File: config.mk
export PLATFORM = sky130hd
export DESIGN_NAME = nand_host_ctrl
export DESIGN_NICKNAME = d
export VERILOG_FILES = /design/src/verilog/nand_host_pkg.sv /design/src/verilog/stream_if.sv /design/src/verilog/word_fifo.sv /design/src/verilog/nand_host_ctrl.sv
export SDC_FILE = /design/constraint.sdc
export NUM_CORES = 1
export LEC_CHECK = 0
export ABC_AREA = 1
export BUFFER_PORTS_ARGS = -buffer_cell sky130_fd_sc_hd__clkbuf_2
export CORE_MARGIN = 2
export CORE_UTILIZATION = 59
export DETAILED_ROUTE_END_ITERATION = 7
export PLACE_DENSITY = 0.91
export SLEW_MARGIN = 20
export SYNTH_ARGS = -nofsm -noshare
export SYNTH_HDL_FRONTEND = slang
export SYNTH_SLANG_ARGS = --single-unit
File: constraint.sdc
create_clock -name sys_clk_i -period 3.85 [get_ports sys_clk_i]
set_input_delay 0.5775 -clock sys_clk_i [delete_from_list [all_inputs] [get_ports sys_clk_i]]
set_output_delay 0.5775 -clock sys_clk_i [all_outputs]
set_load 0.1 [all_outputs]
File: src/verilog/nand_host_pkg.sv
// nand_host_pkg: constants shared by the host-side nand command controller
// assumes a 250 MHz system clock; all pin timing is derived from it
package nand_host_pkg;
	// ----------------------------------------
	// clock and timing
	// ----------------------------------------
	localparam int CLK_MHZ = 250;
	localparam int T_WP_NS = 35;          // write strobe low width
	localparam int T_WH_NS = 15;          // write strobe high hold
	localparam int T_RP_NS = 25;          // read strobe low width
	localparam int T_REH_NS = 25;         // read strobe high hold (cycle 50 ns)
	localparam int T_WHR_NS = 60;         // write high to read low
	localparam int T_CEH_NS = 100;        // chip select break hold
	localparam int T_RST_US = 5;          // reset busy bound
	localparam int T_DBSY_US = 10;        // dummy busy bound
	localparam int T_WB_NS = 100;         // write high to busy
	function automatic int ns_cycles(input int ns);
		return (ns * CLK_MHZ + 999) / 1000;
	endfunction
	localparam int WP_CYC = ns_cycles(T_WP_NS);
	localparam int WH_CYC = ns_cycles(T_WH_NS);
	localparam int RP_CYC = ns_cycles(T_RP_NS);
	localparam int REH_CYC = ns_cycles(T_REH_NS);
	localparam int WHR_CYC = ns_cycles(T_WHR_NS);
	localparam int CEH_CYC = ns_cycles(T_CEH_NS) + 1;   // strictly longer than the hold
	localparam int WB_CYC = ns_cycles(T_WB_NS);
	localparam int RST_CYC = T_RST_US * CLK_MHZ;
	localparam int DBSY_CYC = T_DBSY_US * CLK_MHZ;
	localparam int TW = 8;
	// ----------------------------------------
	// commands and layout
	// ----------------------------------------
	localparam logic [7:0] CMD_PTR_A = 8'h00;
	localparam logic [7:0] CMD_RESET = 8'hff;
	localparam logic [7:0] CMD_PROG = 8'h80;
	localparam logic [7:0] CMD_ERASE = 8'h60;
	localparam logic [7:0] CMD_ERASE_GO = 8'hd0;
	localparam logic [7:0] CMD_PROG_GO = 8'h10;
	localparam logic [7:0] CMD_PLANE_GO = 8'h11;
	localparam logic [15:0] ERASED = 16'hffff;
	localparam int BAD_COL_X8 = 517;
	localparam int BAD_COL_X16_A = 256;
	localparam int BAD_COL_X16_B = 261;
	localparam int ADDR_CYCLES = 3;
	localparam int MAIN_PROG_MAX = 1;
	localparam int SPARE_PROG_MAX = 2;
	localparam int DW = 16;
	localparam int FIFO_DEPTH = 8;
	// host request kinds
	localparam logic [1:0] OP_CMD = 2'h0;
	localparam logic [1:0] OP_ADDR = 2'h1;
	localparam logic [1:0] OP_WDATA = 2'h2;
	localparam logic [1:0] OP_RDATA = 2'h3;
endpackage

File: src/verilog/stream_if.sv
// stream_if: valid/ready word channel between the controller and its fifo
// assumes one clock shared by both ends
`timescale 1ns/1ps
`default_nettype none
interface stream_if #(parameter int W = 16);
	logic valid;
	logic ready;
	logic [W-1:0] data;
	modport src (output valid, output data, input ready);
	modport snk (input valid, input data, output ready);
endinterface
`default_nettype wire

File: src/verilog/word_fifo.sv
// word_fifo: small synchronous fifo with registered read data
// assumes one clock, synchronous active-low reset
`timescale 1ns/1ps
`default_nettype none
module word_fifo #(
	parameter int W = 16,
	parameter int DEPTH = 8
) (
	input wire logic sys_clk_i,
	input wire logic nrst_i,
	stream_if.snk wr,
	stream_if.src rd
);
	localparam int AW = $clog2(DEPTH);
	logic [W-1:0] mem [DEPTH];
	logic [AW-1:0] wptr;
	logic [AW-1:0] rptr;
	logic [AW:0] count;
	logic [W-1:0] out;
	logic out_valid;
	// ----------------------------------------
	// flags
	// ----------------------------------------
	wire push = wr.valid && wr.ready;
	wire load = (count != '0) && (!out_valid || rd.ready);
	wire pop_out = out_valid && rd.ready;
	assign wr.ready = (count != (AW+1)'(DEPTH));
	assign rd.valid = out_valid;
	assign rd.data = out;
	// storage and output register
	always_ff @(posedge sys_clk_i) begin
		if (push)
			mem[wptr] <= wr.data;
		if (load)
			out <= mem[rptr];
	end
	always_ff @(posedge sys_clk_i) begin
		if (!nrst_i) begin
			wptr <= '0;
			rptr <= '0;
			count <= '0;
			out_valid <= 1'b0;
		end else begin
			if (push)
				wptr <= wptr + 1'b1;
			if (load)
				rptr <= rptr + 1'b1;
			count <= count + (AW+1)'(push) - (AW+1)'(load);
			if (load)
				out_valid <= 1'b1;
			else if (pop_out)
				out_valid <= 1'b0;
		end
	end
endmodule // word_fifo
`default_nettype wire

File: src/verilog/nand_host_ctrl.sv
// nand_host_ctrl: host controller that strobes commands, addresses and data into a nand flash
// assumes the flash pins are sampled on sys_clk_i; read data is pushed through an 8-word fifo
// How it works
// - a sequential read is ended by holding chip select high for longer than 100 ns.
// - main area of a page is programmed once and spare area at most twice between erases.
// - the caller remaps around bad blocks using the bad flag this controller reports.
// - the bad table is built from factory marks first and an erase is refused while the bad flag from the last check is set.
// - on x16 parts the upper eight lines are driven to zero on command and address cycles.
`timescale 1ns/1ps
`default_nettype none
module nand_host_ctrl (
	input wire logic sys_clk_i,
	input wire logic nrst_i,
	// request port
	input wire logic req_valid_i,
	input wire logic [1:0] req_op_i,
	input wire logic [15:0] req_data_i,
	input wire logic req_last_i,
	input wire logic req_plane_i,
	input wire logic req_spare_i,
	input wire logic req_bad_check_i,
	input wire logic req_block_zero_i,
	input wire logic wide_i,
	input wire logic wp_allow_i,
	output logic req_ready_o,
	output logic refused_o,
	output logic bad_mark_o,
	output logic rd_valid_o,
	output logic [15:0] rd_data_o,
	input wire logic rd_ready_i,
	// flash pins
	output logic ce_n_o,
	output logic cle_o,
	output logic ale_o,
	output logic we_n_o,
	output logic read_strobe_n_o,
	output logic wp_n_o,
	output logic [15:0] io_o,
	output logic io_oe_o,
	input wire logic [15:0] io_i,
	input wire logic ready_busy_i
);
	typedef enum {S_IDLE, S_WLOW, S_WHIGH, S_WAITB, S_BUSY, S_RWAIT, S_RLOW, S_RHIGH, S_CEH} state_t;
	state_t state;
	logic [12:0] cnt;
	logic [1:0] op;
	logic last;
	logic plane;
	logic reset_cmd;
	logic [1:0] spare_progs;
	logic main_prog;
	logic prog_open;
	logic wr_spare;
	stream_if #(.W(nand_host_pkg::DW)) fin ();
	stream_if #(.W(nand_host_pkg::DW)) fout ();
	// ----------------------------------------
	// request decode
	// ----------------------------------------
	wire is_cmd = req_op_i == nand_host_pkg::OP_CMD;
	wire is_addr = req_op_i == nand_host_pkg::OP_ADDR;
	wire is_write = req_op_i != nand_host_pkg::OP_RDATA;
	wire is_prot = is_cmd && (req_data_i[7:0] == nand_host_pkg::CMD_PROG
		|| req_data_i[7:0] == nand_host_pkg::CMD_ERASE);
	wire wp_block = is_prot && !wp_allow_i;
	wire over_main = is_cmd && req_data_i[7:0] == nand_host_pkg::CMD_PROG && !req_spare_i
		&& main_prog;
	wire over_spare = is_cmd && req_data_i[7:0] == nand_host_pkg::CMD_PROG && req_spare_i
		&& spare_progs == 2'(nand_host_pkg::SPARE_PROG_MAX);
	wire erase_marked = is_cmd && req_data_i[7:0] == nand_host_pkg::CMD_ERASE && bad_mark_o;
	wire refuse = wp_block || over_main || over_spare || erase_marked;
	// an answered request still stands at the answer edge, so it is not taken again there
	wire take = state == S_IDLE && req_valid_i && !req_ready_o && (is_write || fin.ready);
	wire [15:0] drive_word = (is_cmd || is_addr) ? {8'h00, req_data_i[7:0]} : req_data_i;
	wire erased = wide_i ? (io_i == nand_host_pkg::ERASED) : (io_i[7:0] == nand_host_pkg::ERASED[7:0]);
	wire cnt_done = cnt == '0;
	assign fin.valid = state == S_RLOW && cnt_done;
	assign fin.data = wide_i ? io_i : {8'h00, io_i[7:0]};
	assign fout.ready = rd_ready_i || !rd_valid_o;
	word_fifo #(.W(nand_host_pkg::DW), .DEPTH(nand_host_pkg::FIFO_DEPTH)) rd_fifo (
		.sys_clk_i(sys_clk_i),
		.nrst_i(nrst_i),
		.wr(fin),
		.rd(fout)
	);
	// ----------------------------------------
	// pin sequencer
	// ----------------------------------------
	always_ff @(posedge sys_clk_i) begin
		if (!nrst_i) begin
			state <= S_IDLE;
			cnt <= '0;
			op <= nand_host_pkg::OP_CMD;
			last <= 1'b0;
			plane <= 1'b0;
			reset_cmd <= 1'b0;
			ce_n_o <= 1'b1;
			cle_o <= 1'b0;
			ale_o <= 1'b0;
			we_n_o <= 1'b1;
			read_strobe_n_o <= 1'b1;
			wp_n_o <= 1'b0;
			io_o <= '0;
			io_oe_o <= 1'b0;
			req_ready_o <= 1'b0;
			refused_o <= 1'b0;
		end else begin
			refused_o <= 1'b0;
			req_ready_o <= 1'b0;
			wp_n_o <= wp_allow_i;
			if (!cnt_done)
				cnt <= cnt - 1'b1;
			unique case (state)
				S_IDLE: begin
					if (take && refuse) begin
						refused_o <= 1'b1;
						req_ready_o <= 1'b1;
					end else if (take) begin
						op <= req_op_i;
						last <= req_last_i;
						plane <= req_plane_i;
						reset_cmd <= is_cmd && req_data_i[7:0] == nand_host_pkg::CMD_RESET;
						ce_n_o <= 1'b0;
						cle_o <= is_cmd;
						ale_o <= is_addr;
						if (is_write) begin
							io_o <= wide_i ? drive_word : {8'h00, drive_word[7:0]};
							io_oe_o <= 1'b1;
							we_n_o <= 1'b0;
							cnt <= 13'(nand_host_pkg::WP_CYC - 1);
							state <= S_WLOW;
						end else begin
							io_oe_o <= 1'b0;
							cnt <= 13'(nand_host_pkg::WHR_CYC - 1);
							state <= S_RWAIT;
						end
					end
				end
				S_WLOW: if (cnt_done) begin
					we_n_o <= 1'b1;                                    // data latched on the rising strobe
					cnt <= 13'(nand_host_pkg::WH_CYC - 1);
					state <= S_WHIGH;
				end
				S_WHIGH: if (cnt_done) begin
					cle_o <= 1'b0;
					ale_o <= 1'b0;
					io_oe_o <= 1'b0;
					if (op == nand_host_pkg::OP_CMD && (reset_cmd || last || plane)) begin
						cnt <= 13'(nand_host_pkg::WB_CYC - 1);
						state <= S_WAITB;
					end else begin
						req_ready_o <= 1'b1;
						state <= S_IDLE;
					end
				end
				S_WAITB: if (cnt_done) begin
					cnt <= reset_cmd ? 13'(nand_host_pkg::RST_CYC) : 13'(nand_host_pkg::DBSY_CYC);
					state <= S_BUSY;
				end
				S_BUSY: if (ready_busy_i || cnt_done) begin            // timeout bounds a stuck busy line
					ce_n_o <= 1'b1;
					req_ready_o <= 1'b1;                               // answer only once busy is over or its timeout runs out
					state <= S_IDLE;
				end
				S_RWAIT: if (cnt_done && ready_busy_i && fin.ready) begin
					read_strobe_n_o <= 1'b0;
					cnt <= 13'(nand_host_pkg::RP_CYC - 1);
					state <= S_RLOW;
				end
				S_RLOW: if (cnt_done) begin                              // word is pushed this cycle
					read_strobe_n_o <= 1'b1;
					cnt <= 13'(nand_host_pkg::REH_CYC - 1);
					state <= S_RHIGH;
				end
				S_RHIGH: if (cnt_done) begin
					req_ready_o <= 1'b1;
					if (last) begin
						ce_n_o <= 1'b1;
						cnt <= 13'(nand_host_pkg::CEH_CYC - 1);
						state <= S_CEH;
					end else
						state <= S_IDLE;
				end
				S_CEH: if (cnt_done)
					state <= S_IDLE;
			endcase
		end
	end
	// ----------------------------------------
	// partial program bookkeeping and bad mark check
	// ----------------------------------------
	wire prog_go = state == S_WHIGH && cnt_done && op == nand_host_pkg::OP_CMD && last;
	always_ff @(posedge sys_clk_i) begin
		if (!nrst_i) begin
			main_prog <= 1'b0;
			spare_progs <= '0;
			prog_open <= 1'b0;
			wr_spare <= 1'b0;
			bad_mark_o <= 1'b0;
			rd_valid_o <= 1'b0;
			rd_data_o <= '0;
		end else begin
			if (take && !refuse && is_cmd && req_data_i[7:0] == nand_host_pkg::CMD_ERASE) begin
				main_prog <= 1'b0;
				spare_progs <= '0;
			end else if (take && !refuse && is_cmd && req_data_i[7:0] == nand_host_pkg::CMD_PROG) begin
				prog_open <= 1'b1;
				wr_spare <= req_spare_i;
			end else if (prog_go && prog_open) begin
				prog_open <= 1'b0;
				if (wr_spare)
					spare_progs <= spare_progs + 1'b1;
				else
					main_prog <= 1'b1;
			end
			if (take && req_op_i == nand_host_pkg::OP_RDATA && req_bad_check_i)
				bad_mark_o <= 1'b0;
			else if (fin.valid && req_bad_check_i && !req_block_zero_i && !erased)
				bad_mark_o <= 1'b1;
			if (fout.ready) begin
				rd_valid_o <= fout.valid;
				rd_data_o <= fout.data;
			end
		end
	end
endmodule // nand_host_ctrl
`default_nettype wire

==> results of run 1 <==
[logic make-up (layout without fill, tap and decap cells)]
| family | count (synthesis) | after routing | share of synthesized area [%] |
|---|---|---|---|
| adders and majority gates | 14 | 14 | 1.84 |
| AOI/OAI and AO/OA | 211 | 211 | 11.4 |
| and+or+nand+nor | 470 | 470 | 21.0 |
| buffers and inverters | 128 | 230 | 5.34 |
| DFF | 225 | 225 | 59.9 |
| xor gates and xnor gates | 7 | 7 | 0.617 |
[synth_stat cells (3+ instances only)]
cell      instances
nor2_1          218
edfxtp_1        144
nand2_1         137
o21ai_0         107
dfxtp_1          81
inv_1            76
a21oi_1          55
nand3_1          43
clkbuf_1         30
nand4_1          23
a31oi_1          18
o22ai_1          18
ha_1             13
nor3_1           11
nor2_2            8
nand2_2           7
buf_2             6
inv_2             6
o21ai_1           5
o21bai_1          5
xor2_1            5
nor2_4            4
buf_4             3
nand2_4           3
nand3_2           3
[where the power goes]
part | switching (mW) | internal [mW] | total (mW)
sequential | 0.189 | 2.93 | 3.12
combinational | 2.60 | 0.957 | 3.55
clock | 0.925 | 1.44 | 2.36
[layout make-up]
cell class | count | area (um^2) | share of cell area [%]
Sequential cell | 225 | 5950 | 52.1
Multi-Input combinational cell | 702 | 3490 | 30.6
Clock buffer | 25 | 583 | 5.11
Timing Repair Buffer | 105 | 568 | 4.98
Inverter | 84 | 320 | 2.81
Tap cell | 220 | 275 | 2.41
Clock inverter | 16 | 224 | 1.96
[registers in the layout (all words and copies together) (netlist names), 2 cells and up]
register         count
rd_data_o           16
op                   2
rd_fifo.rd.data     16
state                4
cnt                 13
rd_fifo.rptr         3
rd_fifo.mem        128
rd_fifo.wptr         3
io_o                16
rd_fifo.count        4
spare_progs          2
[worst min-delay path: cells and delay by family]
kind                   cells  cell delay [ns]
and+or+nand+nor            1             0.06
buffers and inverters      2             0.16
[through the flow]
| stage | setup WS, ns | cell area, um^2 | power [mW] | hold slack (ns) | utilization, % |
|---|---|---|---|---|---|
| detailed placement | 1.01 | 10600 | 6.62 | 0.451 | 64.2 |
| global placement | 1.12 | 10600 | 6.51 | 0.439 | 64.2 |
| CTS | 1.14 | 11400 | 9.00 | 0.298 | 69.1 |
| finish | 1.16 | 11400 | 9.03 | 0.305 | 69.1 |
| global route | 0.947 | 11400 | 9.51 | 0.309 | 69.1 |
| floorplan | 0.728 | 9930 | 5.89 | 0.429 | - |
[how the worst max path moves through the flow]
stage / from / end / slack (ns) / cells after the start
CTS: rd_fifo.count[1]$_SDFF_PN0_ / rd_fifo.count[2]$_SDFF_PN0_ / 1.14 / 11
detailed placement: rd_ready_i / rd_fifo.count[2]$_SDFF_PN0_ / 1.01 / 12
floorplan: rd_valid_o$_SDFFE_PN0P_ / rd_fifo.count[2]$_SDFF_PN0_ / 0.73 / 12
finish: rd_fifo.count[1]$_SDFF_PN0_ / rd_fifo.count[2]$_SDFF_PN0_ / 1.16 / 11
global route: rd_fifo.count[1]$_SDFF_PN0_ / rd_fifo.count[2]$_SDFF_PN0_ / 0.95 / 11
global placement: rd_ready_i / rd_fifo.count[2]$_SDFF_PN0_ / 1.12 / 12
[per-layer routing]
layer / wire, um / vias up
met5: 0 / -
met4: 965 / 0
met3: 2070 / 93
met2: 11900 / 442
met1: 9620 / 3766
li1: - / 3777
==> flow_metrics.env, run 1 <==
export IMPL_tightestPinTransition_ns=1.07
export IMPL_grt_pass1_wl_um=38400
export IMPL_synth_ff_type="edfxtp_1"
export IMPL_clkSinkCount=225
export IMPL_globalplace_congestion=0.932
export IMPL_place_detailed_hpwl_um=15200
export IMPL_via_per_inst=5.87
export IMPL_yosysWarnings=0
export IMPL_cpMostUsedCell="inv_1"
export IMPL_synth_seq_cells=225
export IMPL_rows=47
export IMPL_drc=0
export IMPL_dr_pass1_iters=5
export IMPL_core_area_mm2=0.0165
export IMPL_die_w_um=134
export IMPL_synthesis_area_mm2=0.00993
export IMPL_cap_violations=0
export IMPL_grt_setup_unrepaired="no"
export IMPL_worstRegToRegCells=11
export IMPL_grtUsageMet1_pct=35.1
export IMPL_diodes=0
export IMPL_port_buffers=88
export IMPL_busiest_layer="met2"
export IMPL_grt_max_degree=66
export IMPL_clk_path_buf_depth=3
export IMPL_initial_core_util_pct=60.1
export IMPL_final_common_cell="nor2_1"
export IMPL_relSlewSlack_pct=28.5
export IMPL_clk_latency_ns=0.52
export IMPL_period_needed_ns=2.69
export IMPL_cp_top_family="adder cells"
export IMPL_hold_path_depth=3
export IMPL_period_share_pct=69.9
export IMPL_peakVddDrop_mv=0.691
export IMPL_hold_path_end="wp_n_o$_SDFF_PN0_"
export IMPL_post_cts_repair_setup_buffers=0
export IMPL_cp_start_kind="flop"
export IMPL_path_buf_inv=3
export IMPL_synthArstFlopShare_pct=0
export IMPL_synth_top_area_share_pct=43.5
export IMPL_wl_um=24600
export IMPL_fin_nets=1201
export IMPL_die_h_um=134
export IMPL_n_fill_cell=1164
export IMPL_setup_violations=0
export IMPL_netlist_instances=1055
export IMPL_critPathCaptureType="flop"
export IMPL_root_buffer="clkbuf_16"
export IMPL_final_cell_mix="nor2_1 (218), edfxtp_1 (144), nand2_1 (137)"
export IMPL_hp_class="primary input to flop"
export IMPL_postRouteAntennaNets=0
export IMPL_powerDensity_mw_per_mm2=792
export IMPL_grt_use_met3_pct=4.87
export IMPL_dieArea_mm2=0.0179
export IMPL_initialDrtViolationCount=870
export IMPL_reg2reg_slack_ns=1.16
export IMPL_syn_nets=1115
export IMPL_critical_path_slowest_cell="ha_1"
export IMPL_drive_gt1_share_pct=16.5
export IMPL_synth_edf_count=144
export IMPL_clk_pin_slew_worst_paths_ns=0.06
export IMPL_hold_start="wp_allow_i"
export IMPL_grt_total_usage_pct=27.1
export IMPL_critPathKind="flop to flop"
export IMPL_pin_count=89
export IMPL_ys_seq_area_share_pct=59.9
export IMPL_finalHoldViolCount=0
export IMPL_p_leak_nw=4.64
export IMPL_worstPathRequired_ns=4.25
export IMPL_cp_max_fo=19
export IMPL_cts_tree="yes"
export IMPL_grt_pass1_vias=7703
export IMPL_max_freq_ghz=0.372
export IMPL_path_cells="nor2_1 > nand2_1 > nand2_1 > inv_1 > ha_1 > inv_1 > ha_1 > inv_1 > fa_1 > xor2_1 > nor2_1"
export IMPL_overflow=0
export IMPL_avgSynthCellArea_um2=9.41
export IMPL_synthTopCellsByArea="edfxtp_1 (44%), dfxtp_1 (16%), nor2_1 (8.2%)"
export IMPL_cts_resized=0
export IMPL_skew_ns=0.00963
export IMPL_area_delta_synth_final_pct=14.9
export IMPL_ctsHtreeMaxLevel=1
export IMPL_antenna_found_initial=1
export IMPL_vias=8078
export IMPL_r2r_start="rd_fifo.count[1]$_SDFF_PN0_"
export IMPL_synth_area_leader_cell="edfxtp_1"
export IMPL_r2r_end="rd_fifo.count[2]$_SDFF_PN0_"
export IMPL_synth_cell_types=43
export IMPL_dp_cells=1336
export IMPL_wire_per_inst_um=17.8
export IMPL_cts_made_buffers=23
export IMPL_finalNonFillerCells=1377
export IMPL_grt_util_met2_pct=45.1
export IMPL_slew_violations=0
export IMPL_status="completed"
export IMPL_max_stage_delay_ns=0.40
export IMPL_crit_arrival_ns=3.09
export IMPL_tns_ns=0
export IMPL_cts_hold_buf=0
(Power assumes the default switching activity.)
==> run 2: changes to the inputs <==
==> constraint.sdc (replaced) <==
create_clock -name sys_clk_i -period 2.8 [get_ports sys_clk_i]
set_input_delay 0.42 -clock sys_clk_i [delete_from_list [all_inputs] [get_ports sys_clk_i]]
set_output_delay 0.42 -clock sys_clk_i [all_outputs]
set_load 0.1 [all_outputs]
==> flow_metrics.env, run 2 (synthesis results as in run 1) <==
export IMPL_initial_core_util_pct=60.1
export IMPL_tns_ns=0
export IMPL_clk_pin_slew_worst_paths_ns=0.06
export IMPL_dr_pass1_iters=5
export IMPL_core_area_mm2=0.0165
export IMPL_final_cell_mix="nor2_1 (218), edfxtp_1 (144), nand2_1 (137)"
export IMPL_rows=47
export IMPL_clk_latency_ns=0.54
export IMPL_wire_per_inst_um=17.8
export IMPL_drive_gt1_share_pct=16.5
export IMPL_utilization_pct=68.8
export IMPL_cp_max_fo=14
export IMPL_grt_pass1_vias=7758
export IMPL_n_fill_cell=1201
export IMPL_dieArea_mm2=0.0179
export IMPL_ctsHtreeMaxLevel=1
export IMPL_port_buffers=88
export IMPL_grt_max_degree=67
export IMPL_cap_violations=0
export IMPL_critPathKind="flop to flop"
export IMPL_powerDensity_mw_per_mm2=1070
export IMPL_final_area_mm2=0.0114
export IMPL_hold_path_depth=3
export IMPL_post_cts_repair_setup_buffers=0
export IMPL_slew_violations=0
export IMPL_root_buffer="clkbuf_16"
export IMPL_grt_setup_unrepaired="no"
export IMPL_drc=0
export IMPL_die_w_um=134
export IMPL_dp_cells=1338
export IMPL_r2r_end="rd_fifo.count[2]$_SDFF_PN0_"
export IMPL_finalHoldViolCount=0
export IMPL_cts_tree="yes"
export IMPL_via_per_inst=5.89
export IMPL_worstPathRequired_ns=3.21
export IMPL_area_delta_synth_final_pct=14.5
export IMPL_finalNonFillerCells=1382
export IMPL_wl_um=24600
export IMPL_status="completed"
export IMPL_clkSinkCount=225
export IMPL_reg2reg_slack_ns=0.23
export IMPL_cts_resized=0
export IMPL_path_cells="inv_1 > ha_1 > nand2_1 > nor2_4 > nand2_4 > nor2_2 > nand2_2 > inv_2 > ha_1 > inv_1 > fa_1 > xor2_1 > nor2_1"
export IMPL_setup_violations=0
export IMPL_hp_class="primary input to flop"
export IMPL_r2r_start="cnt[0]$_SDFF_PN0_"
export IMPL_worstRegToRegCells=13
export IMPL_tightestPinTransition_ns=0.946
export IMPL_critical_path_slowest_cell="fa_1"
export IMPL_postRouteAntennaNets=0
export IMPL_clk_path_buf_depth=3
export IMPL_relSlewSlack_pct=36.8
export IMPL_overflow=0
export IMPL_die_h_um=134
export IMPL_finalPower_mw=12.2
export IMPL_peakVddDrop_mv=0.774
export IMPL_grt_total_usage_pct=27.0
export IMPL_crit_arrival_ns=2.98
export IMPL_critPathCaptureType="flop"
export IMPL_period_share_pct=91.8
export IMPL_whs_ns=0.146
export IMPL_cts_hold_buf=0
export IMPL_place_area_mm2=0.0106
export IMPL_skew_ns=0.0313
export IMPL_antenna_found_initial=0
export IMPL_pin_count=89
export IMPL_max_freq_ghz=0.389
export IMPL_dp_slack_ns=0.316
export IMPL_cts_made_buffers=24
export IMPL_vias=8140
export IMPL_initialDrtViolationCount=874
export IMPL_period_needed_ns=2.57
export IMPL_hold_start="req_data_i[13]"
export IMPL_p_leak_nw=4.63
export IMPL_hold_path_end="io_o[13]$_SDFFE_PN0P_"
export IMPL_diodes=0
export IMPL_largest_reg_flops=128
export IMPL_max_stage_delay_ns=0.41
export IMPL_finalWorstSetupSlack_ns=0.230
export IMPL_cp_start_kind="flop"
export IMPL_globalplace_congestion=0.932
export IMPL_final_common_cell="nor2_1"
export IMPL_top_register="rd_fifo.mem"
export IMPL_place_detailed_hpwl_um=16400
export IMPL_grt_pass1_wl_um=38300
export IMPL_fin_nets=1204
==> run 2: cell types whose count changed in the layout (fill, tap and decap cells not counted), moves of 2 or more <==
cell and change:
buf_4 +2, clkinvlp_4 -2, clkbuf_8 +3, clkinv_1 -3, clkbuf_1 +8, bufinv_16 -5
==> run 2: critical path, delay by kind of cell (launching register included) <==
| kind | cells | cell delay, ns |
|---|---|---|
| simple gates | 6 | 0.86 |
| fa+ha+maj | 3 | 0.77 |
| buf+inv | 3 | 0.35 |
| flops | 1 | 0.33 |
| xor+xnor | 1 | 0.14 |
==> run 2: power by group <==
group	internal, mW	switching [mW]
Sequential	4.02	0.239
Clock	1.70	1.28
Combinational	1.33	3.63
==> run 2: cell type report <==
cell class	count	area (um^2)	area share, %
clock buffer	38	687	6.04
clock inverter	6	58.8	0.517
inverter	84	320	2.82
multi-input combinational	702	3490	30.7
sequential	225	5950	52.3
tap	220	275	2.42
timing repair buffer	107	583	5.13
==> run 2: layer usage <==
metal  vias up  wire (um)  share of wire (%)  track usage [%]
li1       3784          -                  -                -
met3        75       2450                9.9             5.02
met4         0        742                3.0             10.5
met2       488      11700                 47             43.8
met5         -          0                  0                0
met1      3793       9720                 40             36.2
==> run 2: worst max path at each step <==
| stage | start | to | slack [ns] | cells past startpoint |
|---|---|---|---|---|
| detailed placement | cnt[0]$_SDFF_PN0_ | rd_fifo.count[2]$_SDFF_PN0_ | 0.32 | 13 |
| global placement | cnt[0]$_SDFF_PN0_ | rd_fifo.count[2]$_SDFF_PN0_ | 0.40 | 13 |
| global route | cnt[0]$_SDFF_PN0_ | rd_fifo.count[2]$_SDFF_PN0_ | 0.08 | 13 |
| floorplan | cnt[0]$_SDFF_PN0_ | rd_fifo.mem[1][0]$_DFFE_PP_ | -0.01 | 10 |
| finish | cnt[0]$_SDFF_PN0_ | rd_fifo.count[2]$_SDFF_PN0_ | 0.23 | 13 |
| CTS | cnt[0]$_SDFF_PN0_ | rd_fifo.count[2]$_SDFF_PN0_ | 0.31 | 13 |
==> run 3: changes to the inputs <==
--- a/config.mk
+++ b/config.mk
@@ -11,7 +11,8 @@
 export CORE_UTILIZATION = 59
 export DETAILED_ROUTE_END_ITERATION = 7
 export PLACE_DENSITY = 0.91
-export SLEW_MARGIN = 20
+export SETUP_SLACK_MARGIN = 0.3
+export SLEW_MARGIN = 10
 export SYNTH_ARGS = -nofsm -noshare
 export SYNTH_HDL_FRONTEND = slang
 export SYNTH_SLANG_ARGS = --single-unit
==> flow_metrics.env, run 3 (synthesis results as in run 1) <==
export IMPL_powerDensity_mw_per_mm2=1100
export IMPL_root_buffer="clkbuf_16"
export IMPL_worstPathRequired_ns=3.24
export IMPL_fin_nets=1209
export IMPL_period_share_pct=85.5
export IMPL_cts_tree="yes"
export IMPL_cp_top_family="compound AO/OA/AOI/OAI gates"
export IMPL_hp_class="primary input to flop"
export IMPL_path_cells="nor2_2 > nand2_1 > nand2_2 > clkinvlp_4 > ha_4 > inv_1 > ha_1 > inv_1 > nor2_1 > a211oi_2 > o21ai_0 > a21oi_1"
export IMPL_peakVddDrop_mv=0.862
export IMPL_reg2reg_slack_ns=0.41
export IMPL_grt_use_met3_pct=6.13
export IMPL_cts_made_buffers=24
export IMPL_path_depth=12
export IMPL_area_delta_synth_final_pct=16.1
export IMPL_cts_hold_buf=0
export IMPL_grtUsageMet1_pct=37.2
export IMPL_max_stage_delay_ns=0.37
export IMPL_grt_max_degree=67
export IMPL_port_buffers=88
export IMPL_relSlewSlack_pct=20.1
export IMPL_initialDrtViolationCount=1191
export IMPL_r2r_end="rd_fifo.count[3]$_SDFF_PN0_"
export IMPL_cp_start_kind="flop"
export IMPL_p_leak_nw=4.68
export IMPL_die_h_um=134
export IMPL_top_register="rd_fifo.mem"
export IMPL_grt_total_usage_pct=28.4
export IMPL_diodes=0
export IMPL_endpoint="rd_fifo.count[3]$_SDFF_PN0_"
export IMPL_via_per_inst=5.94
export IMPL_critPathKind="flop to flop"
export IMPL_ctsHtreeMaxLevel=1
export IMPL_crit_arrival_ns=2.83
export IMPL_slew_violations=0
export IMPL_critPathCaptureType="flop"
export IMPL_crit_start="rd_fifo.count[1]$_SDFF_PN0_"
export IMPL_globalplace_congestion=0.950
export IMPL_r2r_start="rd_fifo.count[1]$_SDFF_PN0_"
export IMPL_finalHoldViolCount=0
export IMPL_core_area_mm2=0.0165
export IMPL_whs_ns=0.134
export IMPL_dp_slack_ns=0.297
export IMPL_grt_pass1_vias=7896
export IMPL_rows=47
export IMPL_clkSinkCount=225
export IMPL_cp_max_fo=6
export IMPL_finalPower_mw=12.7
export IMPL_clk_path_buf_depth=3
export IMPL_cpMostUsedCell="inv_1"
export IMPL_dieArea_mm2=0.0179
export IMPL_initial_core_util_pct=60.1
export IMPL_max_freq_ghz=0.418
export IMPL_grt_pass1_wl_um=40300
export IMPL_place_detailed_hpwl_um=16700
export IMPL_dr_pass1_iters=7
export IMPL_drc=0
export IMPL_clk_pin_slew_worst_paths_ns=0.06
export IMPL_drive_gt1_share_pct=17.8
export IMPL_pin_count=89
export IMPL_wl_um=25900
export IMPL_postRouteAntennaNets=0
export IMPL_cap_violations=0
export IMPL_worstRegToRegCells=12
export IMPL_path_buf_inv=3
export IMPL_tightestPinTransition_ns=1.19
export IMPL_final_common_cell="nor2_1"
export IMPL_largest_reg_flops=128
export IMPL_skew_ns=0.0291
export IMPL_vias=8239
export IMPL_status="completed"
export IMPL_grt_setup_unrepaired="no"
export IMPL_busiest_layer="met2"
export IMPL_setup_violations=0
export IMPL_clk_latency_ns=0.54
export IMPL_die_w_um=134
export IMPL_period_needed_ns=2.39
export IMPL_antenna_found_initial=0
export IMPL_finalWorstSetupSlack_ns=0.407
export IMPL_grt_util_met2_pct=46.8
export IMPL_wire_per_inst_um=18.7
export IMPL_overflow=0
export IMPL_critical_path_slowest_cell="dfxtp_1"
export IMPL_final_cell_mix="nor2_1 (216), edfxtp_1 (144), nand2_1 (136)"
run 3: cell count changes in the layout (fill, tap and decap cells not counted), moves of 3 or more:
cell	delta
clkbuf_1	-5
bufinv_16	+4
clkinvlp_4	+3
inv_1	-3
clkbuf_8	-3
clkinv_1	+3
buf_4	+5
run 3: per-layer routing:
metal / routed length [um] / share of wire, %
met1: 9990 / 39
met4: 892 / 3.4
met3: 2460 / 9.5
met5: 0 / 0
met2: 12600 / 49
run 3: repair_timing:
item | 4_1_cts | 5_1_grt
gates cloned | 0 | 0
setup buffers | 0 | 5
pin swaps | 0 | 2
endpoints found under the setup margin | 1 | 3
resized for setup | 1 | 4
run 3: metrics by stage:
step | instances | cell area (um^2) | setup TNS [ns] | util, %
finish | 1387 | 11500 | 0 | 69.7
global route | 1387 | 11500 | 0 | 69.7
CTS | 1382 | 11500 | 0 | 69.5
detailed placement | 1338 | 10700 | 0 | 64.5
global placement | 1338 | 10700 | 0 | 64.5
floorplan | 1055 | 9970 | -1.13 | -
run 3: final cells by class:
class | count | area (um^2)
fill | 1125 | 5000
timing repair buffer | 112 | 621
clock inverter | 15 | 204
inverter | 84 | 324
clock buffer | 29 | 619
multi-input combinational | 702 | 3530
sequential | 225 | 5950
tap | 220 | 275
run 3: power breakdown:
group	internal, mW	switching, mW	leakage (nW)	total [mW]
sequential	4.03	0.251	1.99	4.28
clock	1.96	1.30	0.387	3.26
combinational	1.42	3.73	2.30	5.14
run 3: worst min-delay path: cells and delay by family:
kind,cells,cell delay (ns)
buffers and inverters,1,0.08
and+or+nand+nor,1,0.07
AOI/OAI and AO/OA,1,0.06
run 3: worst min path at each step:
| stage | from | endpoint | cells past startpoint |
|---|---|---|---|
| 2_1_floorplan | op[1]$_SDFFE_PN0P_ | op[1]$_SDFFE_PN0P_ | 2 |
| 3_3_place_gp | op[1]$_SDFFE_PN0P_ | op[1]$_SDFFE_PN0P_ | 2 |
| 3_5_place_dp | io_o[7]$_SDFFE_PN0P_ | io_o[7]$_SDFFE_PN0P_ | 2 |
| 4_1_cts | req_data_i[11] | io_o[11]$_SDFFE_PN0P_ | 3 |
| 5_1_grt | req_data_i[11] | io_o[11]$_SDFFE_PN0P_ | 3 |
| 6_report | req_data_i[11] | io_o[11]$_SDFFE_PN0P_ | 3 |
